File: src/dtt_pkg.sv
package dtt_pkg;

    // ----------------------------------------
    // register addresses
    // ----------------------------------------
    localparam logic [15:0] ADDR_PORT0_FUNCTION_CONTROL = 16'hfe42;
    localparam logic [15:0] ADDR_TIMER_PAIR_CONTROL = 16'hfe78;
    localparam logic [15:0] ADDR_FIRST_TIMER_PERIOD = 16'hfe7a;
    localparam logic [15:0] ADDR_SECOND_TIMER_PERIOD = 16'hfe7b;

    // ----------------------------------------
    // reset values
    // ----------------------------------------
    localparam logic [7:0] RST_PORT0_FUNCTION_CONTROL = 8'h00;
    localparam logic [7:0] RST_TIMER_PAIR_CONTROL = 8'h00;
    localparam logic [7:0] RST_TIMER_PERIOD = 8'h00;
    localparam logic [7:0] RST_READ_DATA = 8'h00;
    localparam logic [5:0] RST_PRESCALER = 6'h00;
    localparam logic [7:0] RST_COUNT = 8'h00;

    // ----------------------------------------
    // timer_pair_control field positions
    // ----------------------------------------
    localparam int FIRST_IRQ_ENABLE_BIT = 0;
    localparam int FIRST_OVERFLOW_FLAG_BIT = 1;
    localparam int SECOND_IRQ_ENABLE_BIT = 2;
    localparam int SECOND_OVERFLOW_FLAG_BIT = 3;
    localparam int FIRST_CLOCK_SELECT_LO_BIT = 4;
    localparam int SECOND_CLOCK_SELECT_LO_BIT = 6;

    // ----------------------------------------
    // port0_function_control field positions
    // ----------------------------------------
    localparam int FIRST_TOGGLE_OUT_ENABLE_BIT = 6;
    localparam int SECOND_TOGGLE_OUT_ENABLE_BIT = 7;

    // ----------------------------------------
    // clock select codes and prescale masks
    // ----------------------------------------
    localparam logic [1:0] SEL_STOP = 2'h0;
    localparam logic [1:0] SEL_DIV4 = 2'h1;
    localparam logic [1:0] SEL_DIV16 = 2'h2;
    localparam logic [1:0] SEL_DIV64 = 2'h3;
    localparam logic [5:0] MASK_DIV4 = 6'h03;
    localparam logic [5:0] MASK_DIV16 = 6'h0f;
    localparam logic [5:0] MASK_DIV64 = 6'h3f;

endpackage

File: src/dtt_timer_pair.sv
// Strobed register access was decided locally.
module dtt_timer_pair
(
    // clock and reset
    input wire logic clk_sys,
    input wire logic reset,
    // register port
    input wire logic [15:0] reg_addr,
    input wire logic [7:0] reg_wdata,
    input wire logic reg_write,
    input wire logic reg_read,
    output logic [7:0] reg_rdata,
    // interrupt
    output logic timer_irq,
    // port 0 pin 6 and pin 7 data latch and direction
    input wire logic port0_pin6_latch,
    input wire logic port0_pin7_latch,
    input wire logic port0_pin6_output_mode,
    input wire logic port0_pin7_output_mode,
    // port 0 pin 6 and pin 7 drive
    output logic port0_pin6_out,
    output logic port0_pin6_oe,
    output logic port0_pin7_out,
    output logic port0_pin7_oe
);

    // ----------------------------------------
    // registers and decode
    // ----------------------------------------
    logic [7:0] timer_pair_control_reg;
    logic [7:0] port0_function_control_reg;
    logic [7:0] first_timer_period_reg;
    logic [7:0] second_timer_period_reg;
    logic [7:0] reg_rdata_reg;
    logic wr_control;
    logic wr_port_function;
    logic [1:0] wr_period;
    logic [1:0] clock_select [2];
    logic [7:0] period [2];
    logic [5:0] prescaler_reg [2];
    logic [7:0] count_reg [2];
    logic [1:0] tick;
    logic [1:0] wrap;
    logic [1:0] running;
    logic [1:0] overflow_flag_reg;
    logic [1:0] irq_enable;
    logic [1:0] wave_reg;
    logic [1:0] toggle_out_enable;
    logic [1:0] pin_latch;
    logic [1:0] pin_output_mode;
    logic [1:0] pin_out_reg;
    logic [1:0] overflow_clear;

    assign wr_control = reg_write && (reg_addr == dtt_pkg::ADDR_TIMER_PAIR_CONTROL);
    assign wr_port_function = reg_write && (reg_addr == dtt_pkg::ADDR_PORT0_FUNCTION_CONTROL);
    assign wr_period[0] = reg_write && (reg_addr == dtt_pkg::ADDR_FIRST_TIMER_PERIOD);
    assign wr_period[1] = reg_write && (reg_addr == dtt_pkg::ADDR_SECOND_TIMER_PERIOD);

    // first timer select at 5:4, second at 7:6
    assign clock_select[0] = timer_pair_control_reg[dtt_pkg::FIRST_CLOCK_SELECT_LO_BIT +: 2];
    assign clock_select[1] = timer_pair_control_reg[dtt_pkg::SECOND_CLOCK_SELECT_LO_BIT +: 2];
    assign period[0] = first_timer_period_reg;
    assign period[1] = second_timer_period_reg;
    assign irq_enable[0] = timer_pair_control_reg[dtt_pkg::FIRST_IRQ_ENABLE_BIT];
    assign irq_enable[1] = timer_pair_control_reg[dtt_pkg::SECOND_IRQ_ENABLE_BIT];
    assign toggle_out_enable[0] = port0_function_control_reg[dtt_pkg::FIRST_TOGGLE_OUT_ENABLE_BIT];
    assign toggle_out_enable[1] = port0_function_control_reg[dtt_pkg::SECOND_TOGGLE_OUT_ENABLE_BIT];
    assign pin_latch = {port0_pin7_latch, port0_pin6_latch};
    assign pin_output_mode = {port0_pin7_output_mode, port0_pin6_output_mode};

    // write-one-to-clear on the overflow bits of the control register
    assign overflow_clear[0] = wr_control && reg_wdata[dtt_pkg::FIRST_OVERFLOW_FLAG_BIT];
    assign overflow_clear[1] = wr_control && reg_wdata[dtt_pkg::SECOND_OVERFLOW_FLAG_BIT];

    // ----------------------------------------
    // control register
    // ----------------------------------------
    always_ff @(posedge clk_sys)
    begin
        if (reset)
        begin
            timer_pair_control_reg <= dtt_pkg::RST_TIMER_PAIR_CONTROL;
        end
        else
        begin
            if (wr_control)
            begin
                timer_pair_control_reg <= reg_wdata;
            end
            // flags are owned by the block, never by the plain store
            timer_pair_control_reg[dtt_pkg::FIRST_OVERFLOW_FLAG_BIT] <= overflow_flag_reg[0];
            timer_pair_control_reg[dtt_pkg::SECOND_OVERFLOW_FLAG_BIT] <= overflow_flag_reg[1];
        end
    end

    // ----------------------------------------
    // overflow flags
    // ----------------------------------------
    // set wins over a clear in the same cycle so no wrap is lost
    always_ff @(posedge clk_sys)
    begin
        if (reset)
        begin
            overflow_flag_reg <= 2'h0;
        end
        else
        begin
            overflow_flag_reg <= wrap | (overflow_flag_reg & ~overflow_clear);
        end
    end

    // ----------------------------------------
    // period and port function registers
    // ----------------------------------------
    always_ff @(posedge clk_sys)
    begin
        if (reset)
        begin
            first_timer_period_reg <= dtt_pkg::RST_TIMER_PERIOD;
            second_timer_period_reg <= dtt_pkg::RST_TIMER_PERIOD;
            port0_function_control_reg <= dtt_pkg::RST_PORT0_FUNCTION_CONTROL;
        end
        else
        begin
            if (wr_period[0])
            begin
                first_timer_period_reg <= reg_wdata;
            end
            if (wr_period[1])
            begin
                second_timer_period_reg <= reg_wdata;
            end
            if (wr_port_function)
            begin
                port0_function_control_reg <= reg_wdata;
            end
        end
    end

    // ----------------------------------------
    // read port
    // ----------------------------------------
    // unmapped addresses and idle cycles read zero
    always_ff @(posedge clk_sys)
    begin
        if (reset)
        begin
            reg_rdata_reg <= dtt_pkg::RST_READ_DATA;
        end
        else if (reg_read)
        begin
            unique case (reg_addr)
                dtt_pkg::ADDR_TIMER_PAIR_CONTROL:
                    reg_rdata_reg <= timer_pair_control_reg;
                dtt_pkg::ADDR_PORT0_FUNCTION_CONTROL:
                    reg_rdata_reg <= port0_function_control_reg;
                dtt_pkg::ADDR_FIRST_TIMER_PERIOD:
                    reg_rdata_reg <= first_timer_period_reg;
                dtt_pkg::ADDR_SECOND_TIMER_PERIOD:
                    reg_rdata_reg <= second_timer_period_reg;
                default:
                    reg_rdata_reg <= dtt_pkg::RST_READ_DATA;
            endcase
        end
        else
        begin
            reg_rdata_reg <= dtt_pkg::RST_READ_DATA;
        end
    end

    assign reg_rdata = reg_rdata_reg;

    // ----------------------------------------
    // two prescaled interval timers
    // ----------------------------------------
    genvar t;
    generate
        for (t = 0; t < 2; t = t + 1)
        begin : g_timer
            logic [5:0] mask;

            // prescaler free-runs; low bits all ones mark the tick
            always_comb
            begin
                unique case (clock_select[t])
                    dtt_pkg::SEL_DIV4: mask = dtt_pkg::MASK_DIV4;
                    dtt_pkg::SEL_DIV16: mask = dtt_pkg::MASK_DIV16;
                    dtt_pkg::SEL_DIV64: mask = dtt_pkg::MASK_DIV64;
                    dtt_pkg::SEL_STOP: mask = dtt_pkg::MASK_DIV64;
                endcase
            end

            assign running[t] = (clock_select[t] != dtt_pkg::SEL_STOP);
            assign tick[t] = running[t] && !wr_period[t]
                && ((prescaler_reg[t] & mask) == mask);
            assign wrap[t] = tick[t] && (count_reg[t] == period[t]);

            // 6-bit prescaler per timer, cleared while stopped or on period write
            always_ff @(posedge clk_sys)
            begin
                if (reset || !running[t] || wr_period[t])
                begin
                    prescaler_reg[t] <= dtt_pkg::RST_PRESCALER;
                end
                else
                begin
                    prescaler_reg[t] <= prescaler_reg[t] + 6'h01;
                end
            end

            // 8-bit counter wraps on the tick after matching its period
            always_ff @(posedge clk_sys)
            begin
                if (reset || !running[t] || wr_period[t])
                begin
                    count_reg[t] <= dtt_pkg::RST_COUNT;
                end
                else if (wrap[t])
                begin
                    count_reg[t] <= dtt_pkg::RST_COUNT;
                end
                else if (tick[t])
                begin
                    count_reg[t] <= count_reg[t] + 8'h01;
                end
            end

            // toggle waveform, one level change per period
            always_ff @(posedge clk_sys)
            begin
                if (reset || !running[t])
                begin
                    wave_reg[t] <= 1'b0;
                end
                else if (wrap[t])
                begin
                    wave_reg[t] <= !wave_reg[t];
                end
            end

            // pin drive registered; direction comes straight from the port logic
            always_ff @(posedge clk_sys)
            begin
                if (reset)
                begin
                    pin_out_reg[t] <= 1'b0;
                end
                else
                begin
                    pin_out_reg[t] <= pin_latch[t]
                        | (toggle_out_enable[t] && pin_output_mode[t] && wave_reg[t]);
                end
            end

            stopped_zero_a: assert property (@(posedge clk_sys) disable iff (reset)
                !running[t] |=> (count_reg[t] == 8'h00) && (prescaler_reg[t] == 6'h00))
                else $error("stopped timer left nonzero count");

            tick_spacing_a: assert property (@(posedge clk_sys) disable iff (reset)
                tick[t] |=> !tick[t] [*3])
                else $error("prescaler ticks closer than four cycles");

            wrap_sets_a: assert property (@(posedge clk_sys) disable iff (reset)
                wrap[t] |=> (count_reg[t] == 8'h00) && overflow_flag_reg[t])
                else $error("wrap did not zero counter and set flag");

            count_step_a: assert property (@(posedge clk_sys) disable iff (reset)
                (tick[t] && !wrap[t]) |=> (count_reg[t] == $past(count_reg[t]) + 8'h01))
                else $error("counter did not advance on tick");

            period_clear_a: assert property (@(posedge clk_sys) disable iff (reset)
                wr_period[t] |=> (count_reg[t] == 8'h00) && (prescaler_reg[t] == 6'h00)
                    && !tick[t])
                else $error("period write did not restart timer");

            flag_sticky_a: assert property (@(posedge clk_sys) disable iff (reset)
                (overflow_flag_reg[t] && !overflow_clear[t]) |=> overflow_flag_reg[t])
                else $error("overflow flag dropped without software clear");

            wave_toggle_a: assert property (@(posedge clk_sys) disable iff (reset)
                wrap[t] |=> (wave_reg[t] != $past(wave_reg[t])))
                else $error("waveform did not invert on wrap");

            pin_drive_a: assert property (@(posedge clk_sys) disable iff (reset)
                ##1 pin_out_reg[t] == ($past(pin_latch[t]) | ($past(toggle_out_enable[t])
                    && $past(pin_output_mode[t]) && $past(wave_reg[t]))))
                else $error("pin drive differs from latch and waveform");

            // ----------------------------------------
            // prescaler, counter, flag, waveform, pin and interrupt checks
            // ----------------------------------------
            prescale_step_a: assert property (@(posedge clk_sys) disable iff (reset)
                (running[t] && !wr_period[t])
                    |=> (prescaler_reg[t] == $past(prescaler_reg[t]) + 6'h01))
                else $error("prescaler did not advance while running");

            tick_repeat_a: assert property (@(posedge clk_sys) disable iff (reset)
                (tick[t] && (clock_select[t] == dtt_pkg::SEL_DIV4))
                    ##1 (!wr_period[t] && (clock_select[t] == dtt_pkg::SEL_DIV4)) [*4]
                    |-> tick[t])
                else $error("fastest prescale tick not every fourth cycle");

            count_hold_a: assert property (@(posedge clk_sys) disable iff (reset)
                ((count_reg[t] != 8'h00) && running[t] && !wr_period[t] && !wrap[t])
                    |=> (count_reg[t] != 8'h00))
                else $error("counter returned to zero without a wrap");

            flag_set_only_a: assert property (@(posedge clk_sys) disable iff (reset)
                (!overflow_flag_reg[t] && !wrap[t]) |=> !overflow_flag_reg[t])
                else $error("overflow flag set without a wrap");

            wave_hold_a: assert property (@(posedge clk_sys) disable iff (reset)
                (running[t] && !wrap[t]) |=> (wave_reg[t] == $past(wave_reg[t])))
                else $error("waveform changed between wraps");

            input_pin_a: assert property (@(posedge clk_sys) disable iff (reset)
                !pin_output_mode[t] |=> (pin_out_reg[t] == $past(pin_latch[t])))
                else $error("toggle reached a pin set as input");

            // an enabled wrap must raise the request unless software rewrote the enables
            irq_on_wrap_a: assert property (@(posedge clk_sys) disable iff (reset)
                (wrap[t] && irq_enable[t] && !wr_control) |=> timer_irq)
                else $error("enabled wrap did not raise interrupt");
        end
    endgenerate

    // ----------------------------------------
    // interrupt and pins
    // ----------------------------------------
    assign timer_irq = |(irq_enable & overflow_flag_reg);
    assign port0_pin6_out = pin_out_reg[0];
    assign port0_pin7_out = pin_out_reg[1];
    // enable follows direction so an input pin is never driven
    assign port0_pin6_oe = port0_pin6_output_mode;
    assign port0_pin7_oe = port0_pin7_output_mode;

    irq_level_a: assert property (@(posedge clk_sys) disable iff (reset)
        (overflow_flag_reg[0] && irq_enable[0] && !overflow_clear[0]) |=> timer_irq
            || !irq_enable[0])
        else $error("interrupt not held while enabled flag set");

    flag_readback_a: assert property (@(posedge clk_sys) disable iff (reset)
        ##1 timer_pair_control_reg[dtt_pkg::SECOND_OVERFLOW_FLAG_BIT]
            == $past(overflow_flag_reg[1]))
        else $error("control register does not show second flag");

    // only a control write may drop the request: flags are sticky and enables stored
    irq_held_a: assert property (@(posedge clk_sys) disable iff (reset)
        (timer_irq && !wr_control) |=> timer_irq)
        else $error("interrupt dropped without a control write");

    oe_direction_a: assert property (@(posedge clk_sys) disable iff (reset)
        (port0_pin6_oe == port0_pin6_output_mode) && (port0_pin7_oe == port0_pin7_output_mode))
        else $error("pin enable differs from pin direction");

endmodule

File: config.mk
export PLATFORM = sky130hd
export DESIGN_NAME = dtt_timer_pair
export DESIGN_NICKNAME = d
export VERILOG_FILES = /design/src/dtt_pkg.sv /design/src/dtt_timer_pair.sv
export SDC_FILE = /design/constraint.sdc
export NUM_CORES = 1
export LEC_CHECK = 0
export BUFFER_PORTS_ARGS = -buffer_cell sky130_fd_sc_hd__buf_4
export CAP_MARGIN = 20
export CORE_MARGIN = 2
export CORE_UTILIZATION = 29
export DETAILED_ROUTE_END_ITERATION = 10
export HOLD_SLACK_MARGIN = 0.15
export PLACE_DENSITY = 0.47
export SLEW_MARGIN = 10
export SYNTH_ARGS = -nofsm -noshare
export SYNTH_HDL_FRONTEND = slang
export SYNTH_SLANG_ARGS = --single-unit
export TNS_END_PERCENT = 100
File: constraint.sdc
create_clock -name clk_sys -period 2.7 [get_ports clk_sys]
set_clock_uncertainty 0.15 [all_clocks]
set_input_delay 0.405 -clock clk_sys [delete_from_list [all_inputs] [get_ports clk_sys]]
set_output_delay 0.405 -clock clk_sys [all_outputs]
set_load 0.02 [all_outputs]
==> results of run 1 <==
[cells in the mapped netlist (2+ instances only)]
cell type   n
xnor2_1    23
and2_1      4
a2bb2oi_1   8
nand3_1    18
dfxtp_1    58
a22oi_1     8
xor2_1     13
edfxtp_1   16
ha_1        8
o21ai_0     3
a31oi_1     2
buf_2       3
nor2b_1     3
nand2_1    55
a22o_1      2
clkbuf_1    6
nor2_2      7
buf_4       3
or3_1       2
and3_1      9
inv_1       9
mux2i_1     8
nand4_1     6
mux2_2      8
nor2_1     43
a21oi_1    30
[worst max-delay path: cells and delay by family (launching register included)]
family / cells / cell delay, ns
flops: 1 / 0.39
compound gates: 1 / 0.32
buf+inv: 1 / 0.06
simple gates: 2 / 0.91
fa+ha+maj: 1 / 0.25
[stage by stage]
stage	area (um^2)	utilization, %	worst slack (ns)	hold slack [ns]	std cells
after floorplan	3460	-	0.664	0.263	371
after global placement	3970	34.4	0.288	0.279	553
after detailed placement	3970	34.4	0.247	0.292	553
after CTS	4280	37.2	0.437	0.165	571
after global routing	4280	37.2	0.322	0.193	571
final	4280	37.2	0.456	0.170	571
[per-layer routing]
| layer | routed length (um) | GRT usage (%) | up-vias |
|---|---|---|---|
| met2 | 3820 | 22.3 | 74 |
| li1 | - | - | 1386 |
| met3 | 497 | 3.86 | 12 |
| met4 | 209 | 6.83 | 0 |
| met5 | 0 | 0 | - |
| met1 | 4420 | 20.2 | 1283 |
[worst paths after layout]
check                                      endpoint
worst min-delay path                 port0_pin6_out
worst max-delay path                count_reg[1][0]
worst min register to register  prescaler_reg[0][0]
worst max register to register      count_reg[1][0]
[kinds of logic after synthesis]
kind of cell	after synthesis
simple gates	161
flops	74
compound gates	54
xor+xnor	36
buf+inv	22
mux	16
fa+ha+maj	8
[report_power, final]
part,internal [uW],leakage [uW],switching (uW)
Clock,766,0.000147,448
Combinational,46.2,0.000803,51.6
Sequential,1130,0.000665,0.563
Total,1940,0.00161,500
[cell type report]
class	instances	share of cell area [%]
well taps	143	4.18
multi-input cells	275	40.2
repair buffers	54	9.58
inverters	9	0.789
flip-flops and latches	74	38.3
clock buffers	14	6.16
clock inverters	2	0.818
==> impl_results.md, run 1 <==
* Outcome: complete, but fails checks
* Failing checks: design-rule violations
* Synth area leader: dfxtp_1
* Max-cap viol count at 0
* Critical path type: reg -> reg
* Layout area overhead at 23.8%
* Sequential cell area at 1640 um^2
* Max-slew headroom at 61.2%
* Peak VDD IR at 271 uV
* Yosys reg bits at 74
* DRC viols at 9
* Post-DR vias/cell at 4.82
* Drt first pass iters at 7
* Asr flop ratio synth at 0%
* Simple-gate share of the synthesized area at 23.1%
* DP Wirelength at 6650 um
* WP data arrival at 2.28 ns
* Nets at 463
* H-tree depth at 3
* Slowest CP cell: or4_1
* Mux contribution to synthesized area at 4.92%
* Reg2reg path depth at 5
* Crit end category: flop
* CTS Buf Count at 9
* Synth top area share at 33.6%
* ANT cells at 0
* Die area at 12,800 um^2
* Most common cell after layout, fill and taps aside: dfxtp_1
* GR Util All Layers at 14.9%
* Max FFs per register at 16
* Number of global-route vias before repair at 2,776
* GR Overflow Total at 0
* Via count at 2,755
* Hold Crit Class: in -> reg
* Final WL at 8950 um
* CP max stage delay at 0.75 ns
* Library cells used by synthesis at 42
* Hold path depth at 3
* CTS Hold Buffers Added at 2
* Post-Syn Area at 3460 um^2
* Fillers at 1,178
* Average cell area after synthesis at 9.32 um^2
* RSZ-0062 raised after global routing: no
* Min-delay src: port0_pin6_output_mode
* Most frequent cells in the layout: 58 x dfxtp_1, 55 x nand2_1, 52 x buf_4
* IO buf count at 44
* WL/cell at 15.7 um
* Die X at 113 um
* RD Place Congestion at 0.779
* CTS tree: yes
* Mapped Nets at 411
* Antenna Violating Nets Remaining at 0
* FF-to-FF setup slack at 0.46 ns
* Fin crit period at 2.24 ns
* Multi-input logic area at 1720 um^2
* Initial antenna violation count at 0
* Gate Count Post-Synth at 371
* Fmax at 446 MHz
* I/O pin cnt at 45
* EDFF count, synth at 16
* Worst reg2reg startpoint: timer_pair_control_reg[6]
* Fraction of the mapped netlist area in compound gates at 9.66%
* Critical path required time at 2.74 ns
* Clk sinks at 74
* Max Buffers Root-to-Sink at 2
* Worst skew pair latency at 0.33 ns
* Slew @ Worst Pin at 0.573 ns
* Slew Viols, Final at 0
* First-pass GRT wire length at 14,600 um
* Area contributors post-synth: dfxtp_1 34%, edfxtp_1 14%, nand2_1 6.0%
* Tot Pwr at 2440 uW
* Period utilization at 83.1%
* Adder-cell area share of the yosys netlist at 2.89%
* Synth warn at 0
* Critical path, cell by cell: inv_1, ha_1, a211o_1, or4_1, nor2_1
* Largest net degree at the start of global routing at 41
* Post-Synth XOR/XNOR Area at 9.11%
* Main combinational cell family by area after synthesis: simple AND/OR/NAND/NOR gates
* Register area share after synthesis at 47.5%
* Resized cells post-CTS at 0
* Ys flop type: dfxtp_1
* Setup TNS at 0 ns
* Post-CTS setup buffers at 0
* First DRT Iteration DRCs at 134
* Final setup viols at 0
* Final Hold Vio Count at 0
* Power per cell area at 569 nW/um^2
* Reg clk slew, reported paths at 0.05 ns
* Core ar. at 11,500 um^2
* FP Rows at 39
* CP startpoint kind: flop
* CTS Root Cell: clkbuf_16
* Share of layout cells above drive strength 1 at 20.3%
* Crit path max fanout at 8
* Leak at 0.00161 uW
* Initial core utilization at 30.0%
* CP startpoint: timer_pair_control_reg[6]
* Die height at 113 um
No activity file was read; power rests on OpenSTA's default activity.
==> run 2, diff against run 1 <==
==> constraint.sdc (replaced) <==
create_clock -name clk_sys -period 2.1 [get_ports clk_sys]
set_clock_uncertainty 0.15 [all_clocks]
set_input_delay 0.315 -clock clk_sys [delete_from_list [all_inputs] [get_ports clk_sys]]
set_output_delay 0.315 -clock clk_sys [all_outputs]
set_load 0.02 [all_outputs]
==> run 2 against run 1 <==
- the run still ends with design-rule violations left
- count of clock-buffer cells in the layout shrank 4
- flip-flop and latch count is the same
- register-to-register slack lost 0.34 ns
- non-clock buffer count grew 33
- critical path depth grew 1
- largest cell class unchanged
==> impl_results.md, run 2 (synthesis results as in run 1) <==
* Worst path bufs/invs at 2 (+1)
* CTS tree: yes
* IO buf count at 44 (unchanged)
* Final instance area at 4590 um^2 (+7.2%)
* Crit end category: flop
* Crit path max fanout at 8 (unchanged)
* GR Overflow Total at 0 (unchanged)
* Max Buffers Root-to-Sink at 2 (unchanged)
* Slew @ Worst Pin at 0.526 ns (-0.0474 ns)
* Most common cell after layout, fill and taps aside: buf_4
* Post-Place Cell Area at 4140 um^2 (+4.5%)
* Leak at 0.00178 uW (+10%)
* Initial core utilization at 30.0% (unchanged)
* Critical path type: reg -> reg
* Worst skew pair latency at 0.34 ns (about the same)
* Slowest CP cell: or4_1
* Layout area overhead at 32.8%
* Power per cell area at 708 nW/um^2 (+24%)
* Largest net degree at the start of global routing at 26 (-37%)
* Outcome: complete, but fails checks
* Max FFs per register at 16 (unchanged)
* Antenna Violating Nets Remaining at 0 (unchanged)
* I/O pin cnt at 45 (unchanged)
* Drt first pass iters at 7 (unchanged)
* CP max stage delay at 0.51 ns (-0.24 ns)
* Final Hold Vio Count at 0 (unchanged)
* First DRT Iteration DRCs at 125 (-6.7%)
* Reg clk slew, reported paths at 0.06 ns (about the same)
* DRC viols at 9 (unchanged)
* Max-cap viol count at 0 (unchanged)
* Number of global-route vias before repair at 2,976 (+7.2%)
* WL/cell at 15.3 um (-2.6%)
* Period utilization at 94.5% (+11 points)
* First-pass GRT wire length at 15,200 um (+4.3%)
* Final WL at 9220 um (+3.1%)
* RSZ-0062 raised after global routing: no
* Core ar. at 11,500 um^2 (unchanged)
* WP data arrival at 2.04 ns (-0.24 ns)
* Die area at 12,800 um^2 (unchanged)
* Hold Crit Class: in -> reg
* Clk sinks at 74 (unchanged)
* Post-DR vias/cell at 4.75 (-1.6%)
* Most frequent cells in the layout: 74 x buf_4, 56 x dfxtp_1, 55 x nand2_1
* Die height at 113 um (unchanged)
* Max-slew headroom at 64.6% (+3.3 points)
* Fmax at 504 MHz (+13%)
* Critical path, cell by cell: inv_1, ha_1, a211o_1, or4_1, buf_4, nor2_2
* RD Place Congestion at 0.779 (about the same)
* Die X at 113 um (unchanged)
* Failing checks: design-rule violations
* Critical path required time at 2.16 ns (-0.58 ns)
* Share of layout cells above drive strength 1 at 24.9% (+4.6 points)
* DP Wirelength at 6850 um (+2.9%)
* Initial antenna violation count at 0 (unchanged)
* FP Rows at 39 (unchanged)
* Tot Pwr at 3250 uW (+33%)
* ANT cells at 0 (unchanged)
* Peak VDD IR at 402 uV (+48%)
* H-tree depth at 3 (unchanged)
* CTS Buf Count at 9 (unchanged)
* Via count at 2,868 (+4.1%)
* Nets at 496 (+7.1%)
* CTS Root Cell: clkbuf_16
* Slew Viols, Final at 0 (unchanged)
* Crit-path leading delay family: simple AND/OR/NAND/NOR gates
* Fin crit period at 1.98 ns (-0.260 ns)
* CP startpoint kind: flop
* GR Util All Layers at 15.5% (+0.57 points)
* Final setup viols at 0 (unchanged)
run 2: cell types whose count changed in the layout (fill, tap and decap cells not counted), sizes merged:
cell         previous run  this run
buf                    52        75
dlygate4sd3             2        12
clkbuf                 14        10
inv                     9        12
clkinv                  1         2
run 2: layout make-up:
| cell class | count | area [um^2] |
|---|---|---|
| Inverter | 9 | 33.8 |
| Tap cell | 143 | 179 |
| Timing Repair Buffer | 87 | 696 |
| Clock buffer | 10 | 250 |
| Multi-Input combinational cell | 275 | 1720 |
| Clock inverter | 6 | 70.1 |
| Fill cell | 1167 | 6920 |
| Sequential cell | 74 | 1640 |
run 2: repair_timing:
item | in CTS | in global routing
hold buffers | 12 | 0
hold endpoints to repair | 32 | 0
setup endpoints to repair | 0 | 16
resized for setup | 0 | 2
buffers inserted | 0 | 1
run 2: power breakdown:
group          internal (uW)  switching, uW  total [uW]
clock                   1010            650        1650
sequential              1450          0.725        1450
combinational           76.7           70.4         147
run 2: path summary, 6_finish.rpt:
| path | startpoint | end | slack, ns | depth (start not counted) |
|---|---|---|---|---|
| max | timer_pair_control_reg[6] | count_reg[1][6] | 0.12 | 6 |
| min | reset | second_timer_period_reg[1] | 0.26 | 3 |
| max reg2reg | timer_pair_control_reg[6] | count_reg[1][6] | 0.12 | 6 |
| min reg2reg | prescaler_reg[1][0] | prescaler_reg[1][0] | 0.31 | 1 |
run 2: layer usage:
layer  GRT usage (%)  routed length, um  vias up
met3            2.84                410       13
met2            23.2               3930       70
met1            21.3               4680     1328
li1                -                  -     1457
met5               0                  0        -
met4            7.97                197        0
run 2: worst reg2reg max path, cell delays in order (launching register included):
cell	delay, ns
dfxtp_2	0.36
inv_1	0.05
ha_1	0.21
a211o_1	0.26
or4_1	0.51
buf_4	0.20
nor2_2	0.11
run 2: through the flow:
step / hold slack (ns) / utilization (%) / setup TNS, ns / setup slack [ns] / instances
after CTS: 0.265 / 39.8 / 0 / 0.0675 / 603
after floorplan: 0.263 / - / 0 / 0.154 / 371
final: 0.263 / 39.9 / 0 / 0.116 / 604
after global routing: 0.294 / 39.9 / 0 / 0.00888 / 604
after detailed placement: 0.295 / 36.0 / -1.23 / -0.122 / 575
after global placement: 0.281 / 36.0 / -0.157 / -0.0223 / 575
